**src/inc/psufs_pkg.sv**
```systemverilog
// psufs_pkg: constants for the power supply fault supervisor
// assumes a single 20 MHz clock; all fault levels arrive as comparator outputs
package psufs_pkg;
    // ************************************************************
    // timing
    // ************************************************************
    localparam int CLK_HZ = 20000000;
    localparam int STBY_BAND_MS = 10;
    localparam int STBY_OC_HICCUP_MS = 10;
    localparam int OCP_LATCH_MS = 75;
    localparam int OCW_ALERT_MS = 30;
    localparam int ALERT_HOLD_MS = 100;
    localparam int TURN_ON_BLANK_MS = 2;
    localparam int DC_OFF_S = 15;
    localparam int PSON_HIGH_S = 1;
    localparam int STBY_BAND_CYC = CLK_HZ / 1000 * STBY_BAND_MS;
    localparam int STBY_OC_CYC = CLK_HZ / 1000 * STBY_OC_HICCUP_MS;
    localparam int OCP_LATCH_CYC = CLK_HZ / 1000 * OCP_LATCH_MS;
    localparam int OCW_ALERT_CYC = CLK_HZ / 1000 * OCW_ALERT_MS;
    localparam int ALERT_HOLD_CYC = CLK_HZ / 1000 * ALERT_HOLD_MS;
    localparam int TURN_ON_BLANK_CYC = CLK_HZ / 1000 * TURN_ON_BLANK_MS;
    localparam int DC_OFF_CYC = CLK_HZ * DC_OFF_S;
    localparam int PSON_HIGH_CYC = CLK_HZ * PSON_HIGH_S;
    localparam int CNT_W = 32;
    // ************************************************************
    // reset values and states
    // ************************************************************
    localparam logic RST_LATCH = 1'b0;
    typedef enum logic [3:0] {
        PSUFS_OFF = 4'h1,
        PSUFS_BLANK = 4'h2,
        PSUFS_ON = 4'h4,
        PSUFS_LATCHED = 4'h8
    } psufs_state_type;
endpackage

```
**src/hdl/psufs_qual.sv**
```systemverilog
// psufs_qual: synchronises one comparator and qualifies its duration
// assumes an asynchronous input; flag_o rises once the level held limit_i cycles
`timescale 1ns/100ps
`default_nettype none
module psufs_qual
    import psufs_pkg::*;
(
    input wire logic clk_i,                 // system clock
    input wire logic rst_i,                 // synchronous reset
    input wire logic raw_i,                 // asynchronous comparator
    input wire logic [CNT_W-1:0] limit_i,   // qualifying count
    output logic level_o,                   // synchronised level
    output logic flag_o                     // held long enough
);
    logic meta_reg;
    logic sync_reg;
    logic [CNT_W-1:0] cnt_reg;
    logic [CNT_W-1:0] cnt_next;
    logic at_limit;

    // RULE22 sync and count
    assign at_limit = (cnt_reg >= limit_i);
    assign cnt_next = !sync_reg ? '0 : (at_limit ? cnt_reg : cnt_reg + 1'b1);

    always_ff @(posedge clk_i) begin
        if (rst_i) begin
            meta_reg <= 1'b0;
            sync_reg <= 1'b0;
            cnt_reg <= '0;
            flag_o <= 1'b0;
        end else begin
            meta_reg <= raw_i;
            sync_reg <= meta_reg;
            cnt_reg <= cnt_next;
            flag_o <= sync_reg && (cnt_next >= limit_i);
        end
    end
    assign level_o = sync_reg;
endmodule
`default_nettype wire

```
**src/hdl/psufs_top.sv**
```systemverilog
// psufs_top: fault supervision and protection sequencing of the supply
// assumes comparator and pin inputs are asynchronous; outputs drive pin buffers
//
// Summary of operation
// RULE1 - protection trips remove only the main rail
// RULE2 - latch clears after 15 s input removal plus 1 s request high
// RULE3 - over-temperature removes main rail until cool
// RULE4 - trip comparator sits 5 C above warning for hysteresis
// RULE5 - main over-voltage latches off; input loss or request toggle clears
// RULE6 - standby over-voltage never latches; standby recovers when it clears
// RULE7 - power good drops whenever any rail leaves its 5 percent band
// RULE8 - main under 11.2 V latches off; input loss or request toggle clears
// RULE9 - standby out of band beyond 10 ms disables the main rail
// RULE10 - main over-current latch clears only on input power interruption
// RULE11 - standby over-current hiccups standby after at least 10 ms
// RULE12 - over-power folds main back to 8 V within 100 us, no latch
// RULE13 - slow over-current persisting 50 to 100 ms latches main off
// RULE14 - slow over-current warning asserts alert after 15 to 50 ms
// RULE15 - alert asserts on approaching over-power, before the fold threshold
// RULE16 - alert once asserted is held about 100 ms before release
// RULE17 - share pin is disconnected on internal fault or when not turned on
// RULE18 - largest-current unit is master; slaves trim up at most 250 mV
// RULE19 - no-load operation never trips any fault logic
// RULE20 - residual output voltage up to 500 mV causes no trip at turn-on
// RULE21 - active-low request enables main rail only when no latch is set
// RULE22 - comparators synchronised; durations counted in clock cycles
`timescale 1ns/100ps
`default_nettype none
module psufs_top
    import psufs_pkg::*;
#(
    parameter int DC_OFF_CYCLES = DC_OFF_CYC,
    parameter int PSON_HIGH_CYCLES = PSON_HIGH_CYC,
    parameter int OCP_CYCLES = OCP_LATCH_CYC,
    parameter int OCW_CYCLES = OCW_ALERT_CYC,
    parameter int ALERT_HOLD_CYCLES = ALERT_HOLD_CYC,
    parameter int STBY_BAND_CYCLES = STBY_BAND_CYC,
    parameter int STBY_OC_CYCLES = STBY_OC_CYC,
    parameter int BLANK_CYCLES = TURN_ON_BLANK_CYC
) (
    input wire logic clk_i,                      // 20 MHz clock
    input wire logic rst_i,                      // synchronous reset
    input wire logic turn_on_request_n_i,        // host request, active low
    input wire logic dc_input_ok_i,              // dc input present
    input wire logic main_ov_i,                  // main over-voltage comparator
    input wire logic main_uv_i,                  // main below 11.2 V
    input wire logic main_out_band_i,            // main outside 5 percent
    input wire logic stby_ov_i,                  // standby over-voltage
    input wire logic stby_out_band_i,            // standby outside 5 percent
    input wire logic stby_oc_i,                  // standby over-current
    input wire logic main_oc_fast_i,             // over-power threshold reached
    input wire logic main_op_warn_i,             // approaching over-power
    input wire logic main_oc_slow_i,             // slow over-current level
    input wire logic over_temp_i,                // trip comparator, above warning
    input wire logic share_highest_i,            // own current above share bus
    output logic main_enable_o,                  // main rail enable
    output logic over_power_fold_o,              // fold main to 8 V
    output logic standby_enable_o,               // standby rail enable
    output logic power_good_out_o,               // power good, high = good
    output logic host_alert_n_o,                 // alert to host, active low
    output logic current_share_pin_connect_o,    // share pin switch closed
    output logic share_master_o,                 // unit is share master
    output logic share_trim_up_o                 // slave trims up (capped 250 mV)
);
    // ************************************************************
    // input synchronisation and qualification
    // ************************************************************
    logic req_s;
    logic dc_s;
    logic m_ov_s;
    logic m_uv_s;
    logic m_band_s;
    logic s_ov_s;
    logic s_band_s;
    logic s_band_long;
    logic s_oc_s;
    logic s_oc_long;
    logic opp_s;
    logic warn_s;
    logic oc_slow_s;
    logic ocp_long;
    logic ocw_long;
    logic ot_s;
    logic share_hi_s;
    logic dc_low_long;
    logic req_high_long;

    psufs_qual u_req (.clk_i(clk_i), .rst_i(rst_i), .raw_i(~turn_on_request_n_i),
        .limit_i(32'h1), .level_o(req_s), .flag_o());
    psufs_qual u_dc (.clk_i(clk_i), .rst_i(rst_i), .raw_i(dc_input_ok_i),
        .limit_i(32'h1), .level_o(dc_s), .flag_o());
    psufs_qual u_mov (.clk_i(clk_i), .rst_i(rst_i), .raw_i(main_ov_i),
        .limit_i(32'h1), .level_o(m_ov_s), .flag_o());
    psufs_qual u_muv (.clk_i(clk_i), .rst_i(rst_i), .raw_i(main_uv_i),
        .limit_i(32'h1), .level_o(m_uv_s), .flag_o());
    psufs_qual u_mband (.clk_i(clk_i), .rst_i(rst_i), .raw_i(main_out_band_i),
        .limit_i(32'h1), .level_o(m_band_s), .flag_o());
    psufs_qual u_sov (.clk_i(clk_i), .rst_i(rst_i), .raw_i(stby_ov_i),
        .limit_i(32'h1), .level_o(s_ov_s), .flag_o());
    // RULE9 standby band timer
    psufs_qual u_sband (.clk_i(clk_i), .rst_i(rst_i), .raw_i(stby_out_band_i),
        .limit_i(CNT_W'(STBY_BAND_CYCLES)), .level_o(s_band_s), .flag_o(s_band_long));
    // RULE11 standby overcurrent delay
    psufs_qual u_soc (.clk_i(clk_i), .rst_i(rst_i), .raw_i(stby_oc_i),
        .limit_i(CNT_W'(STBY_OC_CYCLES)), .level_o(s_oc_s), .flag_o(s_oc_long));
    psufs_qual u_opp (.clk_i(clk_i), .rst_i(rst_i), .raw_i(main_oc_fast_i),
        .limit_i(32'h1), .level_o(opp_s), .flag_o());
    psufs_qual u_warn (.clk_i(clk_i), .rst_i(rst_i), .raw_i(main_op_warn_i),
        .limit_i(32'h1), .level_o(warn_s), .flag_o());
    // RULE13 slow overcurrent persistence
    psufs_qual u_ocp (.clk_i(clk_i), .rst_i(rst_i), .raw_i(main_oc_slow_i),
        .limit_i(CNT_W'(OCP_CYCLES)), .level_o(oc_slow_s), .flag_o(ocp_long));
    // RULE14 warning persistence
    psufs_qual u_ocw (.clk_i(clk_i), .rst_i(rst_i), .raw_i(main_oc_slow_i),
        .limit_i(CNT_W'(OCW_CYCLES)), .level_o(), .flag_o(ocw_long));
    // RULE4 trip comparator already carries the 5 C margin over warning
    psufs_qual u_ot (.clk_i(clk_i), .rst_i(rst_i), .raw_i(over_temp_i),
        .limit_i(32'h1), .level_o(ot_s), .flag_o());
    psufs_qual u_shr (.clk_i(clk_i), .rst_i(rst_i), .raw_i(share_highest_i),
        .limit_i(32'h1), .level_o(share_hi_s), .flag_o());
    // RULE2 long input loss and long request release
    psufs_qual u_dcoff (.clk_i(clk_i), .rst_i(rst_i), .raw_i(~dc_input_ok_i),
        .limit_i(CNT_W'(DC_OFF_CYCLES)), .level_o(), .flag_o(dc_low_long));
    psufs_qual u_reqhi (.clk_i(clk_i), .rst_i(rst_i), .raw_i(turn_on_request_n_i),
        .limit_i(CNT_W'(PSON_HIGH_CYCLES)), .level_o(), .flag_o(req_high_long));

    // ************************************************************
    // latches and main rail sequencing
    // ************************************************************
    psufs_state_type state_reg;
    psufs_state_type state_next;
    logic ov_latch_reg;
    logic uv_latch_reg;
    logic oc_latch_reg;
    logic dc_seen_off_reg;
    logic [CNT_W-1:0] blank_reg;
    logic any_latch;
    logic trips_armed;
    logic req_toggle_clear;
    logic dc_clear;
    logic latch_clear_2;

    // RULE20 turn-on blanking masks residual under-voltage
    // RULE19 trips come only from comparators; light load raises none of them
    assign trips_armed = (state_reg == PSUFS_ON);
    assign any_latch = ov_latch_reg | uv_latch_reg | oc_latch_reg;
    // RULE5 request toggle clears voltage latches
    assign req_toggle_clear = !req_s;
    // RULE10 dc loss clears every latch, including overcurrent
    assign dc_clear = !dc_s;
    // RULE2 the combined recovery sequence also clears
    assign latch_clear_2 = dc_seen_off_reg && req_high_long;

    always_ff @(posedge clk_i) begin
        if (rst_i) begin
            dc_seen_off_reg <= RST_LATCH;
        end else if (latch_clear_2) begin
            dc_seen_off_reg <= 1'b0;
        end else if (dc_low_long) begin
            dc_seen_off_reg <= 1'b1;
        end
    end

    // set wins over clear on every latch
    always_ff @(posedge clk_i) begin
        if (rst_i) begin
            ov_latch_reg <= RST_LATCH;
            uv_latch_reg <= RST_LATCH;
            oc_latch_reg <= RST_LATCH;
        end else begin
            // RULE5 main over-voltage latch, armed whenever main enabled
            if (m_ov_s && main_enable_o) begin
                ov_latch_reg <= 1'b1;
            end else if (req_toggle_clear || dc_clear || latch_clear_2) begin
                ov_latch_reg <= 1'b0;
            end
            // RULE8 main under-voltage latch
            if (m_uv_s && trips_armed) begin
                uv_latch_reg <= 1'b1;
            end else if (req_toggle_clear || dc_clear || latch_clear_2) begin
                uv_latch_reg <= 1'b0;
            end
            // RULE13 slow overcurrent latch
            if (ocp_long && main_enable_o) begin
                oc_latch_reg <= 1'b1;
            end else if (dc_clear || latch_clear_2) begin
                oc_latch_reg <= 1'b0;
            end
        end
    end

    // RULE21 enable only with request and no latch
    // RULE3 over-temperature and RULE9 standby fault hold main off, not latched
    logic run_ok;
    assign run_ok = req_s && dc_s && !any_latch && !ot_s && !s_band_long;

    always_comb begin
        state_next = state_reg;
        case (state_reg)
            PSUFS_OFF: begin
                if (run_ok) begin
                    state_next = PSUFS_BLANK;
                end
            end
            PSUFS_BLANK: begin
                if (!run_ok) begin
                    state_next = any_latch ? PSUFS_LATCHED : PSUFS_OFF;
                end else if (blank_reg >= CNT_W'(BLANK_CYCLES)) begin
                    state_next = PSUFS_ON;
                end
            end
            PSUFS_ON: begin
                if (!run_ok) begin
                    state_next = any_latch ? PSUFS_LATCHED : PSUFS_OFF;
                end
            end
            PSUFS_LATCHED: begin
                if (!any_latch) begin
                    state_next = PSUFS_OFF;
                end
            end
            default: begin
                state_next = PSUFS_OFF;
            end
        endcase
    end

    always_ff @(posedge clk_i) begin
        if (rst_i) begin
            state_reg <= PSUFS_OFF;
            blank_reg <= '0;
        end else begin
            state_reg <= state_next;
            blank_reg <= (state_reg == PSUFS_BLANK) ? blank_reg + 1'b1 : '0;
        end
    end

    // ************************************************************
    // alert
    // ************************************************************
    logic [CNT_W-1:0] alert_cnt_reg;
    logic alert_cause;
    // RULE15 approaching over-power raises alert ahead of the fold
    assign alert_cause = warn_s || opp_s || ocw_long;

    // RULE16 hold alert for the full hold time after last cause
    always_ff @(posedge clk_i) begin
        if (rst_i) begin
            alert_cnt_reg <= '0;
        end else if (alert_cause) begin
            alert_cnt_reg <= CNT_W'(ALERT_HOLD_CYCLES);
        end else if (alert_cnt_reg != '0) begin
            alert_cnt_reg <= alert_cnt_reg - 1'b1;
        end
    end

    // ************************************************************
    // outputs
    // ************************************************************
    logic main_on;
    logic stby_on;
    assign main_on = (state_next == PSUFS_BLANK) || (state_next == PSUFS_ON);
    // RULE1 standby depends only on its own faults
    // RULE6 standby over-voltage holds off only while present
    // RULE11 hiccup: off while the qualified overload persists
    assign stby_on = dc_s && !s_ov_s && !s_oc_long;

    always_ff @(posedge clk_i) begin
        if (rst_i) begin
            main_enable_o <= 1'b0;
            over_power_fold_o <= 1'b0;
            standby_enable_o <= 1'b0;
            power_good_out_o <= 1'b0;
            host_alert_n_o <= 1'b1;
            current_share_pin_connect_o <= 1'b0;
            share_master_o <= 1'b0;
            share_trim_up_o <= 1'b0;
        end else begin
            main_enable_o <= main_on;
            // RULE12 fold, no latch, well under 100 us
            over_power_fold_o <= opp_s && main_on;
            standby_enable_o <= stby_on;
            // RULE7 power good needs both rails in band
            power_good_out_o <= (state_reg == PSUFS_ON) && !m_band_s && !s_band_s && stby_on;
            // RULE14 warning and RULE16 hold drive the alert
            host_alert_n_o <= !(alert_cause || (alert_cnt_reg != '0));
            // RULE17 share pin only when on and healthy
            current_share_pin_connect_o <= (state_reg == PSUFS_ON) && !any_latch;
            // RULE18 largest current is master; trim cap is analog
            share_master_o <= (state_reg == PSUFS_ON) && !any_latch && share_hi_s;
            share_trim_up_o <= (state_reg == PSUFS_ON) && !any_latch && !share_hi_s;
        end
    end
endmodule
`default_nettype wire

```
**config.mk**
```make
export PLATFORM = sky130hd
export DESIGN_NAME = psufs_top
export DESIGN_NICKNAME = d
export VERILOG_FILES = /design/src/inc/psufs_pkg.sv /design/src/hdl/psufs_qual.sv /design/src/hdl/psufs_top.sv
export SDC_FILE = /design/constraint.sdc
export NUM_CORES = 1
export LEC_CHECK = 0
export BUFFER_PORTS_ARGS = -buffer_cell sky130_fd_sc_hd__buf_2
export CAP_MARGIN = 10
export CORE_AREA = 3 3 152 154
export DETAILED_ROUTE_END_ITERATION = 7
export DIE_AREA = 0 0 155 157
export GPL_TIMING_DRIVEN = 1
export PLACE_DENSITY = 0.79
export SLEW_MARGIN = 30
export SYNTH_ARGS = -nofsm -noshare
export SYNTH_HDL_FRONTEND = slang
export SYNTH_SLANG_ARGS = --single-unit
```
**constraint.sdc**
```tcl
create_clock -name clk_i -period 3.6 [get_ports clk_i]
set_clock_uncertainty 0.15 [all_clocks]
set_input_delay 0.36 -clock clk_i [delete_from_list [all_inputs] [get_ports clk_i]]
set_output_delay 0.36 -clock clk_i [all_outputs]
set_load 0.005 [all_outputs]
```
**Word level (Yosys, flattened, before mapping)**

Index checks and enable logic that the tools add are counted.

- Add/subtract/negate cells: 8
- Order comparisons: 13
- Equality and inequality tests: 6
- Mux-type cells: 26
- Bitwise operators: 5
- Reduce and logical (&&, ||, !) cells: 49

Operators by type and width:

| kind | count |
|---|---|
| $mux W32 | 12 |
| $add A32 B1 Y32 const B | 7 |
| $ge A32 B18 Y1 const B | 4 |
| $ge A32 B20 Y1 const B | 2 |
| $ge A32 B21 Y1 const B | 2 |
| $ge A32 B25 Y1 const B | 2 |
| $ge A32 B29 Y1 const B | 2 |
| $mux W21 | 2 |
| $ge A32 B16 Y1 const B | 1 |
| $reduce_bool A32 Y1 | 1 |
| $sub A32 B1 Y32 const B | 1 |
| $mux W4 | 6 |
| $logic_and A1 B1 Y1 | 23 |
| $pmux W4 S4 | 1 |
| $logic_not A1 Y1 | 11 |
| $eq A4 B2 Y1 const B | 2 |
| $eq A4 B3 Y1 const B | 2 |
| $reduce_bool A2 Y1 | 4 |
| $logic_or A1 B1 Y1 | 7 |
| $reduce_or A2 Y1 | 3 |
| $mux W1 | 5 |
| $eq A4 B1 Y1 const B | 1 |
| $eq A4 B4 Y1 const B | 1 |
| $not A1 Y1 | 3 |
| $or A1 B1 Y1 | 2 |

- Register bits after elaboration: 308
- Output and inout port bits: 8
- Logic and storage cells: 165

**Logic depth before layout (Yosys ltp)**

Gate-level depths: netlist of the first run.

- Depth in word-level cells: 11
- Mapped depth: 11

**Modules after synthesis**

Synthesis of the first run repeated with hierarchy kept, for this count alone.

- Cell total of the unflattened synthesis: 7,978
- Area, all modules: 63,453.4 sq um

Modules (own cells, without submodules):

| module | times used | cells each | area each (sq um) | seq. area each (sq um) |
|---|---|---|---|---|
| psufs_qual at u_opp ... | 6 | 474 | 3,771.1 | 700.7 |
| psufs_qual at u_dc ... | 6 | 476 | 3,724.8 | 700.7 |
| psufs_top | 1 | 451 | 3,852.4 | 1,601.5 |
| psufs_qual at u_mband | 1 | 465 | 3,784.9 | 700.7 |
| psufs_qual at u_warn | 1 | 466 | 3,739.8 | 700.7 |
| psufs_qual at u_sband | 1 | 461 | 3,584.7 | 700.7 |
| psufs_qual at u_ocw | 1 | 435 | 3,515.9 | 700.7 |

**Worst setup path before layout of the first run**

No wires, ideal clock.

- Path kind: register to register
- Start: register alert_cnt_reg[20]
- End: register alert_cnt_reg[7]
- Library setup time: 0.152 ns
- Data arrival time: 2.345 ns
- Required time: 3.298 ns
- Path slack: 0.953 ns
- Stages on the path, launching flop included: 10
- Path buffers: 2
- Cell sequence: dfxtp_1 > or3_1 > or3_1 > buf_2 > or3b_1 > o311ai_1 > buf_4 > or4_4 > xor2_1 > a21oi_1

- Cells in the longest elaborated chain, start to end: 2

Ends and longest elaborated chain:

| what | line | text |
|---|---|---|
| start: declaration | psufs_top.sv:241 | `logic [CNT_W-1:0] alert_cnt_reg;` |
| start signal: assignment | psufs_top.sv:251 | `alert_cnt_reg <= CNT_W'(ALERT_HOLD_CYCLES);` |
| start signal: assignment | psufs_top.sv:253 | `alert_cnt_reg <= alert_cnt_reg - 1'b1;` |
| $reduce_bool A32 Y1 | psufs_top.sv:252 | `end else if (alert_cnt_reg != '0) begin` |
| $reduce_bool A2 Y1 (no source line) | - |  |

No other way between the ends.
A chain may end at the register's enable or synchronous reset.

**Final worst setup path of the first run**

- Start: register u_dcoff.cnt_reg[27]
- End: register u_dcoff.flag_o

- Cells in the longest elaborated chain, start to end: 5
- Elaborated cells between the ends (all ways): 6

Ends and longest elaborated chain:

| what | line | text |
|---|---|---|
| start: declaration | psufs_qual.sv:17 | `logic [CNT_W-1:0] cnt_reg;` |
| start signal: assignment | psufs_qual.sv:34 | `cnt_reg <= cnt_next;` |
| $add A32 B1 Y32 / $ge A32 B29 Y1 (equally long branches) | psufs_qual.sv:23, psufs_qual.sv:22 |  |
| $mux W32 * (2 in series) | psufs_qual.sv:23 | `assign cnt_next = !sync_reg ? '0 : (at_limit ? cnt_reg : cnt_reg + 1'b1);` |
| $ge A32 B29 Y1 * | psufs_qual.sv:35 | `flag_o <= sync_reg && (cnt_next >= limit_i);` |
| $logic_and A1 B1 Y1 * | psufs_qual.sv:35 |  |
| end signal: assignment | psufs_qual.sv:35 |  |
| end: declaration | psufs_qual.sv:13 | `output logic flag_o` |

Every way passes the cells marked *; elsewhere a longest branch is shown, timed or not.

==> results of run 1 <==
layer usage:
| metal | vias to the layer above | GRT usage, % |
|---|---|---|
| met5 | - | 0 |
| met2 | 181 | 36.2 |
| met4 | 0 | 6.98 |
| li1 | 5516 | - |
| met3 | 50 | 2.83 |
| met1 | 5074 | 28.4 |
report_power, final:
group          switching, W  total [W]  internal, W
registers          0.000107    0.00364      0.00353
logic              0.000401   0.000736     0.000335
clock network       0.00131    0.00317      0.00185
total               0.00182    0.00754      0.00572
cells in the final DEF, fill, tap and decap left out, types with 8 or more instances in the layout:
cell type / synthesis / routed
dfxtp_1: 308 / 308
nor2_1: 247 / 246
nand2_1: 108 / 108
xor2_1: 95 / 95
and2_1: 77 / 77
xnor2_1: 77 / 77
nand3_1: 67 / 67
nor3_1: 53 / 53
a21oi_1: 49 / 49
inv_1: 42 / 42
o21ai_0: 40 / 40
nor4_1: 40 / 40
nand4_1: 38 / 38
nor2b_1: 34 / 34
and3_1: 31 / 31
clkbuf_16: 0 / 31
or3_1: 25 / 25
buf_2: 3 / 22
buf_4: 1 / 17
ha_1: 15 / 15
dlygate4sd3_1: 0 / 13
nand2b_1: 11 / 11
a31oi_1: 11 / 11
nand3b_1: 9 / 9
o211ai_1: 9 / 9
or4_1: 9 / 8
worst max path at each step:
stage	slack, ps	to	cells after the start	from
finish	480	u_dcoff.flag_o	8	u_dcoff.cnt_reg[27]
global route	260	u_dcoff.flag_o	8	u_dcoff.cnt_reg[21]
CTS	520	u_dcoff.flag_o	8	u_dcoff.cnt_reg[27]
detailed placement	550	u_dcoff.flag_o	8	u_dcoff.cnt_reg[27]
global placement	580	u_dcoff.flag_o	8	u_dcoff.cnt_reg[27]
floorplan	950	alert_cnt_reg[7]	9	alert_cnt_reg[20]
repair_timing:
item	CTS	global route
hold endpoints to repair	15	0
endpoints found under the setup margin	0	0
hold buffers	13	0
setup buffers	0	0
through the flow:
stage,util (%),worst slack (ps),power [W],std cells
after floorplan,-,953,0.00425,1581
after global placement,64.3,575,0.00440,1843
after detailed placement,64.3,545,0.00442,1843
after CTS,69.6,519,0.00761,1914
after global routing,69.6,260,0.00785,1914
final,69.6,481,0.00754,1914
area by class of cell:
cell class	count	area share, %
Clock buffer	44	5.83
Sequential cell	308	40.6
Multi-Input combinational cell	1174	46.9
Clock inverter	14	0.898
Inverter	42	1.04
Tap cell	280	2.31
Timing Repair Buffer	52	2.42
logic make-up after synthesis:
logic type,Yosys count,synth area share (%)
simple gates,796,30.0
buf+inv,99,2.88
fa+ha+maj,15,1.37
xor+xnor,172,11.0
compound gates,188,9.45
flops,308,45.1
mux,3,0.229
critical path, stage by stage (launching register included):
cell,delay [ps]
dfxtp_1,340
or3_1,390
a2111oi_0,350
a211o_1,660
nor4_1,170
o31ai_1,330
o211a_1,230
o31ai_1,90
a211o_1,300
==> impl_metrics.ini, run 1 <==
[run_status]
status = finished, final reports clean

[setup_path]
end_kind = flop
worstSetupStartpointType = flop
cp_max_fo = 24
required_ps = 3890
rr_endpoint = u_dcoff.flag_o
arrival_ps = 3410
rr_startpoint = u_dcoff.cnt_reg[27]
crit_type = reg2reg
r2r_cells = 8
ff2ff_setup_slack_ps = 480

[yosys]
syn-cell-area_um2 = 13700
ys_types = 80
yosys.area.top_type_share_pct = 45.1
yosys_register_bits = 308
synthCells = 1581
syn_avg_cell_area_um2 = 8.65
ys_seq_area_share_pct = 45.1
synth_most_common_cell = dfxtp_1
synth_common_cells = dfxtp_1 (308), nor2_1 (247), nand2_1 (108), xor2_1 (95)
yosys_warnings = 0
synthArstFlopShare_pct = 0
synthFlopType = dfxtp_1
synth_area_leaders = dfxtp_1 (45%), nor2_1 (6.8%), xor2_1 (6.1%)
synthesis.nets = 1611
synth_edf_count = 0
yosysTopAreaCell = dfxtp_1

[detailed_routing]
highest-signal-layer = met4
met1_length_um = 12200
drc = 0
wirelength_um = 26200
vias_per_cell = 5.65
dr.pass1.iters = 5
drt-initial-drc-count = 565
route.met2.wl_um = 12300
wire_per_inst_um = 13.7
final_antenna_net_count = 0
met3RoutedLength_um = 936
via_count = 10800

[worst_hold_path]
hold_class = in2reg
min_delay_path_depth = 2
hold_end = u_soc.meta_reg
hold_start = rst_i

[clock_network]
path_clk_slew_ps = 60
clockBufferDepth = 3
numCtsBuffers = 31
root_buffer = clkbuf_16
clk_latency_ps = 560
cts_tree = built
cts.sinks = 308
h-tree-depth = 1
ctsResizeCount = 0

[final_layout]
area_growth_pct = 11.0
multiInputGateArea_um2 = 7120
nFillCells = 1710
final_area_um2 = 15200
antenna_cells = 0
drive_above_1_share_pct = 7.47
seqCellArea_um2 = 6170
nets = 1639

[place]
finalWeightedCongestion = 0.868
post-dp-hpwl_um = 17500
placed_cell_area_um2 = 14000
place.port_buffers = 22

[timing]
period_needed_ps = 3120
finalHoldViolations = 0
rsz0062_at_grt = no
fin_crit_sh_pct = 86.6
drv_slew = 0
tightest_slew_ps = 764
finalSetupViolations = 0
max_clock_freq_ghz = 0.321
hold-worst-slack_ps = 195
tns_ps = 0
slew_headroom_pct = 48.4

[floorplanning]
die_height_um = 157
std_cell_rows = 54
initial_core_util_pct = 62.7
ioPinCount = 23
die_area_um2 = 24300
die_width_um = 155
coreArea_um2 = 21800

[pwr]
p_leak_nw = 5.29
vdd_drop_max_mv = 0.393
power.density_nw_per_um2 = 497

[global_route]
grt-ovfl-total = 0
grt_pass1_vias = 10100
grt_pass1_wl_um = 45500
track_usage_pct = 21.3
grt_start_max_net_pins = 40
antenna_found_initial = 0

[job]
cap_violations = 0
No activity file was read; power rests on OpenSTA's default activity.
==> run 2, diff against run 1 <==
--- a/config.mk
+++ b/config.mk
@@ -9,7 +9,6 @@
 export CAP_MARGIN = 10
-export CORE_AREA = 3 3 152 154
+export CORE_AREA = 3 3 179 181
 export DETAILED_ROUTE_END_ITERATION = 7
-export DIE_AREA = 0 0 155 157
+export DIE_AREA = 0 0 182 184
 export GPL_TIMING_DRIVEN = 1
-export PLACE_DENSITY = 0.79
 export SLEW_MARGIN = 30
--- a/constraint.sdc
+++ b/constraint.sdc
@@ -4,2 +4,2 @@
 set_output_delay 0.36 -clock clk_i [all_outputs]
-set_load 0.005 [all_outputs]
+set_load 0.02 [all_outputs]
==> run 2 against run 1 <==
Worst hold slack worse by 16 ps. Combinational power is 4.5% lower. Critical path depth stayed put. Die area is 38% higher. Wire length is 3.8% higher. Sequential share of layout area is 0.77 points lower. Utilization is 19 points lower. Critical path type unchanged. Largest cell class unchanged.
==> impl_metrics.ini, run 2 (same netlist as run 1, synthesis figures left out) <==
[pwr]
total_power_w = 0.00786
sw_frac_of_total_pct = 23.9
vdd_drop_max_mv = 0.324
p_sw_w = 0.00188
p_comb_share_pct = 8.9
p_leak_nw = 5.37
power.internal_w = 0.00599
power.density_nw_per_um2 = 508
pwr-share-clk_pct = 44.8
seqPwrFrac_pct = 46.2

[floorplanning]
die_area_um2 = 33500
coreArea_um2 = 30600
ioPinCount = 23
die_height_um = 184
initial_core_util_pct = 44.7
die_width_um = 182
std_cell_rows = 64

[final_layout]
fin_cells = 2035
multiInputGateArea_um2 = 7120
drive_above_1_share_pct = 7.87
antenna_cells = 0
nFillCells = 2920
mostFrequentLayoutCells = dfxtp_1 (308), nor2_1 (247), nand2_1 (108)
area_growth_pct = 13.2
final_common_cell = dfxtp_1
nets = 1645
seqCellArea_um2 = 6170

[place]
post-dp-hpwl_um = 18100
dp_cells = 1961
place.port_buffers = 22
finalWeightedCongestion = 0.864

[clock_network]
h-tree-depth = 2
cts.sinks = 308
path_clk_slew_ps = 60
cts_tree = built
ctsResizeCount = 0
root_buffer = clkbuf_16
numCtsBuffers = 35
postCtsSetupBuffers = 0
postCtsHoldBufs = 12
clk_latency_ps = 510
clockBufferDepth = 3

[setup_path]
end_kind = flop
worstSetupStartpointType = flop
cp_max_fo = 24
crit_type = reg2reg
arrival_ps = 3420
required_ps = 3850

[run_status]
status = finished, final reports clean

[detailed_routing]
vias_per_cell = 5.26
wirelength_um = 27200
drc = 0
dr.pass1.iters = 4
drt-initial-drc-count = 650
via_count = 10700
final_antenna_net_count = 0
wire_per_inst_um = 13.4

[timing]
max_clock_freq_ghz = 0.315
period_needed_ps = 3180
drv_slew = 0
rsz0062_at_grt = no
finalHoldViolations = 0
fin_crit_sh_pct = 88.2
tns_ps = 0
tightest_slew_ps = 779
hold-worst-slack_ps = 179
slew_headroom_pct = 48.1
finalSetupViolations = 0

[global_route]
grt-ovfl-total = 0
grt_start_max_net_pins = 40
track_usage_pct = 16.2
grt_pass1_vias = 10100
grt_pass1_wl_um = 47300
antenna_found_initial = 0

[job]
cap_violations = 0

[worst_hold_path]
hold_class = in2reg
run 2: cell count changes in the layout (fill, tap and decap cells not counted), sizes merged:
cell	before	now
clkinv	8	9
buf	39	41
inv	44	42
clkbuf	44	48
run 2: final cells by class:
class | instances | area share [%]
Multi-Input combinational cell | 1174 | 46.0
Timing Repair Buffer | 54 | 2.47
Sequential cell | 308 | 39.8
Clock inverter | 13 | 0.825
Inverter | 42 | 1.02
Clock buffer | 48 | 6.64
Tap cell | 396 | 3.20
run 2: power by group through the flow:
stage               registers [W]  clock network (W)  logic (W)
floorplan                 0.00369                  0   0.000568
global placement          0.00371                  0   0.000684
detailed placement        0.00371                  0   0.000689
CTS                       0.00364            0.00365   0.000708
global route              0.00365            0.00379   0.000810
finish                    0.00364            0.00353   0.000703
run 2: final timing paths:
path                                          start             endpoint  slack (ps)  depth (start not counted)
worst max-delay path            u_dcoff.cnt_reg[27]       u_dcoff.flag_o         420                          8
worst min-delay path                          rst_i  u_dcoff.cnt_reg[26]         180                          2
worst max register to register  u_dcoff.cnt_reg[27]       u_dcoff.flag_o         420                          8
worst min register to register      u_mband.level_o     power_good_out_o         260                          1
run 2: critical path: stages (launching register included):
cell and delay (ps):
dfxtp_1 350, or3_1 390, a2111oi_0 410, a211o_1 680, nor3_1 200, and3_1 230
o21ai_0 270, nor3_1 110, a211o_1 260
run 2: metal layers:
layer	up-vias	global-route usage, %	share of wire (%)
met3	47	2.85	3.8
li1	5537	-	-
met5	-	0	0
met1	4950	22.8	51
met2	170	25.5	44
met4	0	4.88	1.9
run 2: metrics by stage:
step	worst slack [ps]	util, %	area (um2)
floorplan	953	-	13700
global placement	575	46.4	14200
detailed placement	479	46.4	14200
CTS	468	50.5	15500
global route	210	50.6	15500
finish	425	50.6	15500
==> run 3, diff against run 2 <==
CORE_AREA = 4 4 180 182   (was 3 3 179 181)
DIE_AREA = 0 0 184 186   (was 0 0 182 184)
==> run 3 against run 2 <==
Non-clock buffer count grew 3. Highest routed layer unchanged. Via count shrank 0.13%. Register-to-register slack about the same. Critical path depth unchanged. Cell count up 0.20%.
==> impl_metrics.ini, run 3 (same netlist as run 1, synthesis figures left out) <==
[setup_path]
required_ps = 3830
worstSetupStartpointType = flop
cp_max_fo = 24
crit_type = reg2reg
end_kind = flop
arrival_ps = 3420

[clock_network]
clockBufferDepth = 3
cts_tree = built
clk_latency_ps = 510
numCtsBuffers = 34
cts.sinks = 308
postCtsSetupBuffers = 0
path_clk_slew_ps = 60
h-tree-depth = 2
postCtsHoldBufs = 13
ctsResizeCount = 0
root_buffer = clkbuf_16

[place]
place.port_buffers = 22
post-dp-hpwl_um = 18100
finalWeightedCongestion = 0.870

[global_route]
grt.busiest_layer = met2
grt_start_max_net_pins = 40
grt_use_met3_pct = 2.66
grt_use_met1_pct = 22.0
grt_pass1_wl_um = 46700
antenna_found_initial = 0
grt-ovfl-total = 0
track_usage_pct = 15.6
grt_pass1_vias = 10100
met2_usage_pct = 25.1

[detailed_routing]
dr.pass1.iters = 5
vias_per_cell = 5.24
final_antenna_net_count = 0
drt-initial-drc-count = 636
wire_per_inst_um = 13.3
via_count = 10700
drc = 0
wirelength_um = 27100

[pwr]
p_leak_nw = 5.40
vdd_drop_max_mv = 0.330
power.density_nw_per_um2 = 517
total_power_w = 0.00803

[final_layout]
antenna_cells = 0
drive_above_1_share_pct = 8.03
nFillCells = 2929
mostFrequentLayoutCells = dfxtp_1 (308), nor2_1 (247), nand2_1 (108)
final_common_cell = dfxtp_1
area_growth_pct = 13.7
nets = 1647
seqCellArea_um2 = 6170
multiInputGateArea_um2 = 7110

[timing]
drv_slew = 0
tns_ps = 0
finalHoldViolations = 0
max_clock_freq_ghz = 0.314
fin_crit_sh_pct = 88.5
tightest_slew_ps = 868
rsz0062_at_grt = no
finalSetupViolations = 0
period_needed_ps = 3190
slew_headroom_pct = 42.0

[worst_hold_path]
hold_class = in2reg

[job]
cap_violations = 0

[floorplanning]
coreArea_um2 = 30600
die_area_um2 = 34200
ioPinCount = 23
die_width_um = 184
die_height_um = 186
std_cell_rows = 64
initial_core_util_pct = 44.7

[run_status]
status = finished, final reports clean
-- run 3: per-layer routing --
metal	share of wire, %	wire, um
met1	51	13800
met4	1.4	372
met2	44	11900
met5	0	0
met3	4.0	1070
-- run 3: area by class of cell --
class / count / area share (%)
Multi-Input combinational cell: 1174 / 45.8
Sequential cell: 308 / 39.7
Clock buffer: 43 / 6.23
Tap cell: 396 / 3.19
Timing Repair Buffer: 57 / 2.61
Clock inverter: 19 / 1.52
Inverter: 42 / 1.01
-- run 3: stage by stage --
stage / cell area [um2] / util [%] / hold slack [ps] / worst slack (ps) / instances
after floorplan: 13700 / - / 226 / 953 / 1581
after global placement: 14200 / 46.4 / 240 / 554 / 1964
after detailed placement: 14200 / 46.4 / 239 / 428 / 1964
after CTS: 15500 / 50.8 / 143 / 392 / 2039
after global routing: 15500 / 50.8 / 201 / 131 / 2039
final: 15500 / 50.8 / 148 / 412 / 2039
-- run 3: power by group --
part	switching, W	total [W]	internal, W
clock	0.00139	0.00367	0.00228
combinational	0.000395	0.000732	0.000337
sequential	0.000103	0.00363	0.00353
-- run 3: worst paths after layout --
| path | depth (start not counted) | slack [ps] | from | to |
|---|---|---|---|---|
| max | 8 | 410 | u_dcoff.cnt_reg[27] | u_dcoff.flag_o |
| min | 2 | 150 | rst_i | u_req.meta_reg |
| max reg2reg | 8 | 410 | u_dcoff.cnt_reg[27] | u_dcoff.flag_o |
| min reg2reg | 1 | 250 | u_mband.level_o | power_good_out_o |
-- run 3: worst max-delay path: stages, from the launching register on --
cell,delay (ps)
dfxtp_1,340
or3_1,400
a2111oi_0,410
a211o_1,700
nor3_1,200
and3_1,230
o21ai_0,270
nor3_1,110
a211o_1,260
